<file path="src/hdl/env_monitor_pkg.sv">
// Package with limits, timing constants, types and states for the monitor.
package env_monitor_pkg;

  localparam int          NUM_RAILS    = 4;
  localparam int          NUM_FANS     = 4;
  localparam int          VOLT_W       = 12;
  localparam int          RPM_W        = 16;
  localparam int          TEMP_W       = 8;
  localparam int          PCT_BASE     = 100;
  localparam int          WARN_PCT     = 10;
  localparam int          FAULT_PCT    = 20;
  localparam logic [7:0]  LO_ADVISORY  = 8'h1E; // 30 C
  localparam logic [7:0]  LO_CRITICAL  = 8'h23; // 35 C
  localparam logic [7:0]  LO_FAULT     = 8'h28; // 40 C
  localparam logic [7:0]  HI_ADVISORY  = 8'h1B; // 27 C
  localparam logic [7:0]  HI_CRITICAL  = 8'h1F; // 31 C
  localparam logic [7:0]  HI_FAULT     = 8'h23; // 35 C
  localparam int          CLOCK_HZ     = 50_000_000;
  localparam int          TICK_S       = 1;
  localparam int          TICK_CYCLES  = CLOCK_HZ * TICK_S;
  localparam logic [5:0]  POWER_OFF_S  = 6'h1E; // 30 seconds
  localparam logic [5:0]  NOTICE_S     = 6'h05; // 5 seconds
  localparam int          DISP_CHARS   = 24;    // Two lines of twelve.

  // Event flags presented as one group.
  typedef struct packed {
    logic [NUM_RAILS-1:0] volt_warn_hi;
    logic [NUM_RAILS-1:0] volt_warn_lo;
    logic [NUM_RAILS-1:0] volt_fault_hi;
    logic [NUM_RAILS-1:0] volt_fault_lo;
    logic [NUM_RAILS-1:0] volt_stable;
    logic [NUM_FANS-1:0]  fan_warn;
    logic [NUM_FANS-1:0]  fan_fault;
    logic [NUM_FANS-1:0]  fan_stable;
    logic                 temp_advisory;
    logic                 temp_critical;
    logic                 temp_fault;
    logic                 temp_stable;
  } event_t;

  // Front panel indicators.
  typedef struct packed {
    logic power_green;
    logic service_orange;
    logic failure_red;
  } leds_t;

  typedef enum logic [1:0] {
    PWR_OFF     = 2'b00,
    PWR_ON      = 2'b01,
    PWR_PENDING = 2'b10,
    PWR_DOWN    = 2'b11
  } pwr_state_t;

endpackage

</file>
<file path="src/hdl/brick_environment_monitor.sv">
// Environmental supervisor for one chassis module.
// Function
// - Ten percent deviation raises voltage warning.
// - Twenty percent deviation raises voltage fault.
// - Voltage fault starts thirty second power-off.
// - Rail back inside limits emits stabilized.
// - Fan above normal speed raises warning.
// - Fan at maximum speed raises fault.
// - Fan back to normal emits stabilized.
// - Low altitude limits thirty, 35, forty.
// - High altitude limits 27, 31, 35.
// - Temperature back to acceptable emits stabilized.
// - Countdown notice every five seconds while pending.
// - Report powered down after fault shutdown.
// - Power indicator green while module powered.
// - Service indicator orange when degraded but running.
// - Failure indicator red when failed and down.
// - Power button press switches module on.
// - Reset switch resets processors, memory lost.
// - Interrupt switch resets, memory kept.
// - Two by twelve character status display.
module brick_environment_monitor
  import env_monitor_pkg::*;
#(
  parameter int TICK_LEN = TICK_CYCLES
) (
  // Clock and reset.
  input  wire logic                        clock,
  input  wire logic                        reset,
  // Sensor readings and their nominal or limit values.
  input  wire logic [NUM_RAILS*VOLT_W-1:0] rail_level,
  input  wire logic [NUM_RAILS*VOLT_W-1:0] rail_nominal,
  input  wire logic [NUM_FANS*RPM_W-1:0]   fan_rpm,
  input  wire logic [NUM_FANS*RPM_W-1:0]   fan_normal_rpm,
  input  wire logic [NUM_FANS*RPM_W-1:0]   fan_max_rpm,
  input  wire logic [TEMP_W-1:0]           inlet_temp,
  // Configuration.
  input  wire logic                        high_altitude,
  input  wire logic                        backup_present,
  input  wire logic                        compute_module,
  // Front panel switches, asynchronous.
  input  wire logic                        power_button,
  input  wire logic                        reset_switch,
  input  wire logic                        nmi_switch,
  // Events and status.
  output event_t                           events,
  output logic                             module_power,
  output logic                             system_power_off,
  output logic                             countdown_notice,
  output logic [5:0]                       countdown_secs,
  output logic                             powered_down_notice,
  output leds_t                            leds,
  output logic                             proc_reset,
  output logic                             proc_reset_keep_mem,
  output logic [DISP_CHARS*8-1:0]          display_text
);

  //////////////////////////////////////////////////////////////////////////
  // Switch synchronisers and press edges.
  logic [2:0] sw_meta_q, sw_sync_q, sw_last_q;
  always_ff @(posedge clock) begin
    sw_meta_q <= {nmi_switch, reset_switch, power_button};
    sw_sync_q <= sw_meta_q;
    sw_last_q <= reset ? 3'h0 : sw_sync_q;
  end
  wire [2:0] sw_press = sw_sync_q & ~sw_last_q;

  //////////////////////////////////////////////////////////////////////////
  // Profile is a static strap, caught on the reset cycle.
  logic high_alt_q;
  always_ff @(posedge clock) begin
    if (reset) high_alt_q <= high_altitude;
  end

  //////////////////////////////////////////////////////////////////////////
  // Seconds tick; counts every cycle so timing never depends on events.
  logic [31:0] tick_cnt_q;
  wire         sec_tick = (tick_cnt_q == 32'(TICK_LEN - 1));
  always_ff @(posedge clock) begin
    if (reset || sec_tick) tick_cnt_q <= 32'h0;
    else tick_cnt_q <= tick_cnt_q + 32'h1;
  end

  //////////////////////////////////////////////////////////////////////////
  // Per-rail comparisons; products avoid a divider.
  logic [NUM_RAILS-1:0] v_whi, v_wlo, v_fhi, v_flo;
  logic [NUM_RAILS-1:0] v_bad_q;
  genvar r;
  generate
    for (r = 0; r < NUM_RAILS; r++) begin : g_rail
      wire [VOLT_W+7:0] lv = 20'(rail_level[r*VOLT_W +: VOLT_W]) * 20'(PCT_BASE);
      wire [VOLT_W+7:0] nm = 20'(rail_nominal[r*VOLT_W +: VOLT_W]);
      assign v_whi[r] = lv >= nm * 20'(PCT_BASE + WARN_PCT);
      assign v_wlo[r] = lv <= nm * 20'(PCT_BASE - WARN_PCT);
      assign v_fhi[r] = lv >= nm * 20'(PCT_BASE + FAULT_PCT);
      assign v_flo[r] = lv <= nm * 20'(PCT_BASE - FAULT_PCT);
    end
  endgenerate
  wire [NUM_RAILS-1:0] v_bad = v_whi | v_wlo;

  //////////////////////////////////////////////////////////////////////////
  // Per-fan comparisons.
  logic [NUM_FANS-1:0] f_warn, f_fault, f_bad_q;
  genvar f;
  generate
    for (f = 0; f < NUM_FANS; f++) begin : g_fan
      assign f_warn[f]  = fan_rpm[f*RPM_W +: RPM_W] >
                          fan_normal_rpm[f*RPM_W +: RPM_W];
      assign f_fault[f] = fan_rpm[f*RPM_W +: RPM_W] >=
                          fan_max_rpm[f*RPM_W +: RPM_W];
    end
  endgenerate

  //////////////////////////////////////////////////////////////////////////
  // Temperature thresholds by profile.
  wire [7:0] th_adv  = high_alt_q ? HI_ADVISORY : LO_ADVISORY;
  wire [7:0] th_crit = high_alt_q ? HI_CRITICAL : LO_CRITICAL;
  wire [7:0] th_flt  = high_alt_q ? HI_FAULT : LO_FAULT;
  wire       t_adv   = inlet_temp > th_adv;
  wire       t_crit  = inlet_temp > th_crit;
  wire       t_flt   = inlet_temp > th_flt;
  logic [2:0] t_lvl_q;
  logic       t_bad_q;

  //////////////////////////////////////////////////////////////////////////
  // Level history; events fire on entry or on the return to normal.
  logic [NUM_RAILS-1:0] vwh_q, vwl_q, vfh_q, vfl_q;
  logic [NUM_FANS-1:0]  fw_q, ff_q;
  always_ff @(posedge clock) begin
    if (reset) begin
      {vwh_q, vwl_q, vfh_q, vfl_q, v_bad_q} <= '0;
      {fw_q, ff_q, f_bad_q} <= '0;
      t_lvl_q <= 3'h0;
      t_bad_q <= 1'b0;
    end else begin
      {vwh_q, vwl_q, vfh_q, vfl_q} <= {v_whi, v_wlo, v_fhi, v_flo};
      v_bad_q <= v_bad;
      {fw_q, ff_q, f_bad_q} <= {f_warn, f_fault, f_warn};
      t_lvl_q <= {t_flt, t_crit, t_adv};
      t_bad_q <= t_adv;
    end
  end

  // Event pulses, registered so each lasts one cycle.
  event_t ev_d;
  assign ev_d.volt_warn_hi  = v_whi & ~vwh_q & ~v_fhi;
  assign ev_d.volt_warn_lo  = v_wlo & ~vwl_q & ~v_flo;
  assign ev_d.volt_fault_hi = v_fhi & ~vfh_q;
  assign ev_d.volt_fault_lo = v_flo & ~vfl_q;
  assign ev_d.volt_stable   = ~v_bad & v_bad_q;
  assign ev_d.fan_warn      = f_warn & ~fw_q & ~f_fault;
  assign ev_d.fan_fault     = f_fault & ~ff_q;
  assign ev_d.fan_stable    = ~f_warn & f_bad_q;
  assign ev_d.temp_advisory = t_adv & ~t_lvl_q[0] & ~t_crit;
  assign ev_d.temp_critical = t_crit & ~t_lvl_q[1] & ~t_flt;
  assign ev_d.temp_fault    = t_flt & ~t_lvl_q[2];
  assign ev_d.temp_stable   = ~t_adv & t_bad_q;
  always_ff @(posedge clock) begin
    events <= reset ? '0 : ev_d;
  end

  //////////////////////////////////////////////////////////////////////////
  // Power sequencer.
  pwr_state_t state_q, state_d;
  logic [5:0] remain_q, remain_d;
  logic [2:0] notice_cnt_q;
  wire any_vfault = |(v_fhi | v_flo);
  always_comb begin
    state_d  = state_q;
    remain_d = remain_q;
    case (state_q)
      PWR_OFF: if (sw_press[0]) state_d = PWR_ON;
      PWR_ON: begin
        if (any_vfault) begin
          state_d  = PWR_PENDING;
          remain_d = POWER_OFF_S;
        end
      end
      PWR_PENDING: begin
        if (sec_tick) begin
          remain_d = remain_q - 6'h1;
          if (remain_q == 6'h1) state_d = PWR_DOWN;
        end
      end
      PWR_DOWN: if (sw_press[0]) state_d = PWR_ON;
      default: state_d = PWR_OFF;
    endcase
  end

  // The notice counter wraps at five seconds within a pending shutdown.
  wire notice_due = (state_q == PWR_PENDING) && sec_tick &&
                    (notice_cnt_q == 3'(NOTICE_S - 6'h1)) &&
                    (remain_q != 6'h1);
  always_ff @(posedge clock) begin
    if (reset) begin
      state_q      <= PWR_OFF;
      remain_q     <= 6'h0;
      notice_cnt_q <= 3'h0;
    end else begin
      state_q  <= state_d;
      remain_q <= remain_d;
      if (state_q != PWR_PENDING || notice_due) notice_cnt_q <= 3'h0;
      else if (sec_tick) notice_cnt_q <= notice_cnt_q + 3'h1;
    end
  end

  // Notice also fires on entry so the first count is seen at once.
  always_ff @(posedge clock) begin
    if (reset) begin
      countdown_notice    <= 1'b0;
      countdown_secs      <= 6'h0;
      powered_down_notice <= 1'b0;
      system_power_off    <= 1'b0;
    end else begin
      countdown_notice <= (state_d == PWR_PENDING) &&
                          ((state_q != PWR_PENDING) || notice_due);
      countdown_secs   <= remain_d;
      powered_down_notice <= (state_q == PWR_PENDING) &&
                             (state_d == PWR_DOWN);
      if (state_d == PWR_ON) system_power_off <= 1'b0;
      else if (state_q == PWR_PENDING && state_d == PWR_DOWN)
        system_power_off <= ~backup_present;
    end
  end

  //////////////////////////////////////////////////////////////////////////
  // Indicators and processor resets.
  wire powered  = (state_q == PWR_ON) || (state_q == PWR_PENDING);
  wire degraded = |v_bad_q || |f_bad_q || t_bad_q;
  always_ff @(posedge clock) begin
    if (reset) begin
      leds                <= '0;
      module_power        <= 1'b0;
      proc_reset          <= 1'b0;
      proc_reset_keep_mem <= 1'b0;
    end else begin
      module_power        <= powered;
      leds.power_green    <= powered;
      leds.service_orange <= powered && degraded;
      leds.failure_red    <= (state_q == PWR_DOWN);
      proc_reset          <= compute_module && powered && sw_press[1];
      proc_reset_keep_mem <= compute_module && powered && sw_press[2];
    end
  end

  //////////////////////////////////////////////////////////////////////////
  // Display: line one status word, line two remaining seconds, volt fault, or fan or temperature attention.
  wire [8*12-1:0] line1 = (state_q == PWR_DOWN)    ? "POWERED DOWN" :
                          (state_q == PWR_PENDING) ? "AUTO PWR OFF" :
                          degraded                 ? "SERVICE REQD" :
                          powered                  ? "MODULE OK   " :
                                                     "MODULE OFF  ";
  wire [7:0] tens = 8'h30 + 8'(remain_q / 6'h0A);
  wire [7:0] ones = 8'h30 + 8'(remain_q % 6'h0A);
  wire [8*12-1:0] line2 = (state_q == PWR_PENDING) ?
                          {"IN ", tens, ones, " SECS  "} :
                          |(v_fhi | v_flo) ? "VOLT FAULT  " :
                          |f_bad_q         ? "FAN ATTN    " :
                          t_bad_q          ? "TEMP ATTN   " :
                                             "            ";
  always_ff @(posedge clock) begin
    if (reset) display_text <= '0;
    else display_text <= {line1, line2};
  end

  //////////////////////////////////////////////////////////////////////////
  // Checks.
  property p_warn_hi;
    @(posedge clock) disable iff (reset)
      (v_whi[1] && !vwh_q[1] && !v_fhi[1]) |=> events.volt_warn_hi[1];
  endproperty
  a_warn_hi: assert property (p_warn_hi) else $error("warn lost");
  property p_fault_pend;
    @(posedge clock) disable iff (reset)
      (state_q == PWR_ON && any_vfault) |=>
        (state_q == PWR_PENDING && remain_q == POWER_OFF_S);
  endproperty
  a_fault_pend: assert property (p_fault_pend) else $error("no sequence");
  property p_stable;
    @(posedge clock) disable iff (reset)
      $fell(v_bad_q[1]) |-> events.volt_stable[1];
  endproperty
  a_stable: assert property (p_stable) else $error("no stable");
  property p_fan_fault;
    @(posedge clock) disable iff (reset)
      $rose(f_fault[2]) |=> events.fan_fault[2];
  endproperty
  a_fan_fault: assert property (p_fan_fault) else $error("fan");
  property p_temp;
    @(posedge clock) disable iff (reset)
      (high_alt_q && inlet_temp == HI_FAULT + 8'h1) |-> t_flt;
  endproperty
  a_temp: assert property (p_temp) else $error("temp limit");
  property p_pending_len;
    @(posedge clock) disable iff (reset)
      $rose(state_q == PWR_PENDING) |->
        (countdown_notice && countdown_secs == POWER_OFF_S);
  endproperty
  a_pending_len: assert property (p_pending_len) else $error("pend");
  property p_down_note;
    @(posedge clock) disable iff (reset)
      $rose(state_q == PWR_DOWN) |-> powered_down_notice ##1
        leds.failure_red;
  endproperty
  a_down_note: assert property (p_down_note) else $error("down");
  property p_green;
    @(posedge clock) disable iff (reset)
      (state_q == PWR_OFF) |=> !leds.power_green;
  endproperty
  a_green: assert property (p_green) else $error("green");
  c_pending: cover property (@(posedge clock) state_q == PWR_PENDING);
  c_down: cover property (@(posedge clock) powered_down_notice);
  c_notice: cover property (@(posedge clock) countdown_notice);

endmodule

</file>
<file path="config.mk">
export PLATFORM = sky130hd
export DESIGN_NAME = brick_environment_monitor
export DESIGN_NICKNAME = d
export VERILOG_FILES = /design/src/hdl/env_monitor_pkg.sv /design/src/hdl/brick_environment_monitor.sv
export SDC_FILE = /design/constraint.sdc
export NUM_CORES = 2
export LEC_CHECK = 0
export ABC_AREA = 1
export BUFFER_PORTS_ARGS = -buffer_cell sky130_fd_sc_hd__buf_2
export CAP_MARGIN = 20
export CORE_ASPECT_RATIO = 0.8
export CORE_UTILIZATION = 65
export DETAILED_ROUTE_END_ITERATION = 12
export GPL_TIMING_DRIVEN = 0
export PLACE_DENSITY = 0.89
export SETUP_SLACK_MARGIN = 0.4
export SYNTH_ARGS = -nofsm -noshare
export SYNTH_HDL_FRONTEND = slang
export SYNTH_SLANG_ARGS = --single-unit
</file>
<file path="constraint.sdc">
create_clock -name clock -period 15.9 [get_ports clock]
set_clock_uncertainty 0.2 [all_clocks]
set_input_delay 3.975 -clock clock [delete_from_list [all_inputs] [get_ports clock]]
set_output_delay 3.975 -clock clock [all_outputs]
set_load 0.05 [all_outputs]
</file>
=== Word-level counts from Yosys, hierarchy flattened ===
Cells that the tools add are included.

* Add/subtract/negate cells: 5
* $mul: 20
* Div/mod/pow operators: 2
* Order comparisons: 27
* Equal/unequal tests: 13
* Mux-type cells: 19
* Bitwise logic cells: 39
* Reductions and logical operators: 29

{| class="wikitable"
|+ Operators by type and width
! cell !! count
|-
| two-way mux 95 bit || 4
|-
| two-way mux 93 bit || 3
|-
| >= comparator 19 bit || 8
|-
| <= comparator 19 bit || 8
|-
| multiplier 12 x 6 -> 18 bit, second input constant || 8
|-
| multiplier 12 x 5 -> 17 bit, second input constant || 4
|-
| >= comparator 16 bit || 4
|-
| > comparator 16 bit || 4
|-
| multiplier 12 x 4 -> 16 bit, second input constant || 4
|-
| multiplier 12 x 3 -> 15 bit, second input constant || 4
|-
| AND 4 bit || 11
|-
| inverter 4 bit || 11
|-
| adder 32 x 1 -> 32 bit, second input constant || 1
|-
| equality test 32 x 26 -> 1 bit, second input constant || 1
|-
| two-way mux 28 bit || 1
|-
| two-way mux 6 bit || 3
|-
| adder 6 x 8 -> 8 bit, first input constant || 2
|-
| > comparator 8 x 6 -> 1 bit || 2
|-
| OR reduction 4 bit || 4
|-
| case mux 6 bit (2 select lines) || 1
|-
| OR reduction 10 bit || 1
|-
| OR reduction 2 bit || 5
|-
| logical AND 1 bit || 9
|-
| divider 6 x 4 -> 8 bit, second input constant || 1
|-
| 25 further kinds || 50
|}

* Register bits: 321
* Input bits: 304
* Output and inout bits: 243
* Word-level logic and storage cells: 198

=== Depth between registers and ports, before layout ===
* Depth after elaboration: 8
* Mapped depth: 37
* Gate-level depth less buffers: 37

=== Worst setup path before layout ===
No wires, ideal clock.

* Path kind: input to register
* From: input port rail_level[39]
* To: register display_text[56]
* Library setup time: 0.071 ns
* Data arrival time: 8.538 ns
* Data required time: 15.629 ns
* Slack: 7.092 ns
* Stages: 33
* Buffers on the path: 0
* Cell sequence: ha_1 -> ha_1 -> inv_1 -> fa_1 -> inv_1 -> ha_1 -> nand2_1 -> o21ai_0 -> a21oi_1 -> o21bai_1 -> a21oi_1 -> o21bai_1 -> nand2_1 -> a21oi_1 -> nor2_1 -> xor2_1 -> ha_1 -> nand2_1 -> inv_1 -> nand3_1 -> nor3_1 -> nand2_1 -> a21boi_1 -> inv_1 -> nor3_1 -> nand3_1 -> nor2_4 -> nand3_4 -> nor2_4 -> nand2_2 -> nor2_4 -> inv_2 -> o21ai_2

* Cells in the longest elaborated chain, start to end: 6
* Elaborated cells between the ends (all ways): 7
* Those cells by class: mul (1); order compare (2); mux (2); bitwise (1); reduce/logical (1)

{| class="wikitable"
|+ Ends and longest elaborated chain
! what !! line !! text
|-
| start: declaration || brick_environment_monitor.sv:31 || <nowiki>input wire logic [NUM_RAILS*VOLT_W-1:0] rail_level,</nowiki>
|-
| multiplier 12 x 5 -> 17 bit (*) || brick_environment_monitor.sv:91 || <nowiki>wire [VOLT_W+7:0] lv = 20'(rail_level[r*VOLT_W +: VOLT_W]) * 20'(PCT_BASE);</nowiki>
|-
| >= comparator 19 bit or <= comparator 19 bit (tied branches) || brick_environment_monitor.sv:95, brick_environment_monitor.sv:96 ||
|-
| OR 4 bit (*) || brick_environment_monitor.sv:257 || <nowiki>|(v_fhi | v_flo) ? "VOLT FAULT " :</nowiki>
|-
| OR reduction 4 bit (*) || brick_environment_monitor.sv:257 ||
|-
| two-way mux 95 bit (*) || brick_environment_monitor.sv:257 ||
|-
| two-way mux 95 bit (*) || brick_environment_monitor.sv:255 || <nowiki>wire [8*12-1:0] line2 = (state_q == PWR_PENDING) ?</nowiki>
|-
| end signal: assignment || brick_environment_monitor.sv:263 || <nowiki>else display_text <= {line1, line2};</nowiki>
|-
| end: declaration || brick_environment_monitor.sv:55 || <nowiki>output logic [DISP_CHARS*8-1:0] display_text</nowiki>
|}

Every way passes the cells marked *; elsewhere a longest branch is shown, timed or not.
A chain may end at the register's enable or synchronous reset.

=== Worst setup path after layout ===
* From: input port rail_level[2]
* To: register display_text[62]

The elaborated chain is that of the path after synthesis.

==> results_dict.tcl <==
set metrics [dict create \
    cts_tree "done" \
    worstSetupStartpoint "rail_level[2]" \
    cp-start-kind "input port" \
    grt_max_degree 22 \
    final_util_pct 73.68 \
    vias_per_cell 5.408 \
    end_kind "register" \
    antenna_left 0 \
    max_clock_freq_mhz 100.8 \
    cp_common_cell "nand2_1" \
    row_count 77 \
    dieArea_um2 57220 \
    yosysWarnings 0 \
    p_int_mw 2.420 \
    rsz0062_at_grt "false" \
    synthFlopType "dfxtp_1" \
    critPathKind "input port to register" \
    io_pins 547 \
    gp_congestion 0.9886 \
    synth-edff-count 1 \
    grt_pass1_vias 31692 \
    power_density_nw_per_um2 136.3 \
    max_stage_delay_ns 0.56 \
    timing.final.crit_share_pct 62.41 \
    wl_mm 97.51 \
    syn-instance-count 4644 \
    die_height_um 214.2 \
    drt_first_pass_iters 8 \
    required_ns 16.05 \
    post-dp-hpwl_mm 86.22 \
    synthDistinctLibCells 58 \
    grt_pass1_wl_mm 155.8 \
    initial_core_util_pct 66.02 \
    numPortBuffers 492 \
    die_w_um 267.2 \
    cp.arrival_ns 10.08 \
    yosysSeqAreaShare_pct 9.607 \
    antenna_found_initial 11 \
    synthArstFlopShare_pct 0 \
    avgSynthCellArea_um2 7.875 \
    nNetsFinal 6714 \
    slew_headroom_pct 38.73 \
    status "finished, final reports clean" \
    max_cap_violations 0 \
    ctsLongestPathBuffers 2 \
    clkLatencyLatePin_ns 0.44 \
    design.core.area_um2 55400 \
    finalHoldViolations 0 \
    grtUsageTotal_pct 33.97 \
    numCtsBuffers 17 \
    grt.overflow.total 0 \
    sequentialPowerShare_pct 10.8 \
    setup_viol 0 \
    slew_violations 0 \
    vias 32332 \
    post_route_cells_drive_above_1_share_pct 13.71 \
    clkPwrFrac_pct 7.8 \
    slowest_stage "xor2_1" \
    clkSinkCount 175 \
    drt_iter0_drc 2235 \
    worst-path-max-fanout 6 \
    p_switching_mw 3.143 \
    min_period_ns 9.923 \
    syn_to_final_growth_pct 11.60 \
    r2r-start "countdown_secs[4]$_SDFFE_PP0P_" \
    drc 0 \
    final.setup.tns_ns 0 \
    p_sw_share_pct 56.49 \
    cts_hold_buf 0 \
    vdd_drop_max_mv 0.1021 \
    hp-class "register to register" \
    clk_pin_slew_ns 0.08 \
    post_cts_buffers 0 \
    p_leak_nw 23.48 \
    hold_start "sw_meta_q[0]$_DFF_P_" \
    combinationalPowerShare_pct 81.4 \
    htreeDepth 4 \
    netlist_area_um2 36570 \
    worstMarginPinSlew_ns 0.9107 \
    nFillCells 4144 \
    wl_per_cell_um 16.31 \
    cts-resized-gates 0 \
    synth-seq-cells 175 \
    cts-root-buf "clkbuf_16" \
]
[metal layers]
layer  vias to the layer above  global-route usage [%]  share of wire [%]
li1                      16067                       -                  -
met5                         -                       0              0.028
met3                       193                   7.005                8.6
met1                     14969                   44.80                 43
met4                         4                   12.49                3.7
met2                      1099                   54.64                 44
[power by group through the flow]
| stage | registers (mW) | clock network, mW | logic, mW |
|---|---|---|---|
| finish | 0.600 | 0.434 | 4.53 |
| global route | 0.605 | 0.462 | 5.11 |
| CTS | 0.599 | 0.439 | 4.48 |
| detailed placement | 0.608 | 0 | 4.45 |
| global placement | 0.607 | 0 | 4.23 |
| floorplan | 0.760 | 0 | 3.18 |
[synth_stat cells, drive strengths merged (10+ instances only)]
cell type | count | area [um^2]
a211oi | 23 | 172.7
nand4 | 54 | 352.8
fa | 268 | 5365
o211ai | 19 | 142.6
nor3 | 81 | 415.4
inv | 1030 | 3866
clkbuf | 10 | 37.54
xnor2 | 81 | 709.4
nor4 | 24 | 165.2
nor2 | 274 | 1064
buf | 151 | 1120
a21o | 17 | 127.6
o21a | 13 | 97.59
a31oi | 24 | 150.1
ha | 934 | 11690
dfxtp | 174 | 3483
o21bai | 46 | 345.3
nand2 | 568 | 2167
a21oi | 405 | 2042
xor2 | 157 | 1375
o21ai | 111 | 563.0
nand3 | 114 | 603.1
[metrics by stage]
step,total power [mW],area (um^2),std cells,hold slack [ns],setup slack (ns)
floorplan,3.944,36770,4697,0.1096,7.092
global placement,4.832,40170,5939,0.1112,5.800
detailed placement,5.054,40170,5939,0.1128,5.653
CTS,5.516,40800,5971,0.1310,6.068
global route,6.175,40810,5976,0.1431,5.606
finish,5.563,40820,5978,0.1313,5.977
[placed cells by master, fill, tap and decap left out, types with 5 or more instances in the layout]
master and n:
buf_2 493, xor2_1 157, nor2_2 5, a211oi_1 23, fa_1 268, a21o_1 17
o21a_1 13, a21boi_0 5, clkinv_8 7, o211ai_1 19, dfxtp_1 174, inv_2 5
ha_1 934, nand3_1 109, nand2_2 11, o21ai_0 105, a31oi_1 24, o2111ai_1 6
o31ai_1 5, o221ai_1 7, inv_1 1025, clkbuf_1 10, nor3_1 79, and2_1 5
clkbuf_16 17, xnor2_1 81, o21bai_1 46, diode_2 7, nor3b_1 6, conb_1 54
nor4_1 23, nand2_1 556, buf_4 147, nand4_1 53, nor2_1 266, a21oi_1 401
[state kept, by name, summed over array words and instances (netlist names), 2 cells and up]
signal          count
display_text       48
events             36
tick_cnt_q         32
countdown_secs      6
ff_q                4
fw_q                4
v_bad_q             4
vfh_q               4
vfl_q               4
vwh_q               4
vwl_q               4
notice_cnt_q        3
sw_last_q           3
sw_meta_q           3
sw_sync_q           3
t_lvl_q             3
leds                2
state_q             2
[worst max-delay path, delay by kind of cell]
family,cells,cell delay [ns]
AOI/OAI and AO/OA,8,1.39
xor gates and xnor gates,1,0.56
adders and majority gates,5,1.75
and+or+nand+nor,18,2.07
buffers and inverters,3,0.32
[cell type report]
type / instances / area [um^2] / share of cell area (%)
diodes: 7 / 17.52 / 0.04292
plain buffers: 161 / 1157 / 2.836
clock buffers: 17 / 425.4 / 1.042
clock inverters: 15 / 201.4 / 0.4935
inverters: 1033 / 3877 / 9.500
multi-input cells: 3328 / 28220 / 69.15
flip-flops and latches: 175 / 3513 / 8.608
well taps: 750 / 938.4 / 2.299
repair buffers: 492 / 2462 / 6.033
[path summary, 6_finish.rpt]
check | to | slack (ns) | cells after the start
max reg2reg | display_text[61]$_SDFF_PP0_ | 12.66 | 17
min reg2reg | sw_sync_q[0]$_DFF_P_ | 0.13 | 0
max | display_text[62]$_SDFF_PP0_ | 5.98 | 35
min | sw_sync_q[0]$_DFF_P_ | 0.13 | 0
[cells by family (layout without fill, tap and decap cells)]
logic type	after synthesis	in the layout	synth area share, %
AO/OA/AOI/OAI	697	697	10.84
XOR/XNOR	238	238	5.700
adder cells (fa/ha/maj)	1202	1202	46.62
buffers and inverters	1194	1718	13.77
flip-flops	175	175	9.607
other	1	61	0.01025
AND/OR/NAND/NOR	1137	1137	13.45
Note: power is estimated with default switching activity, not from simulation.
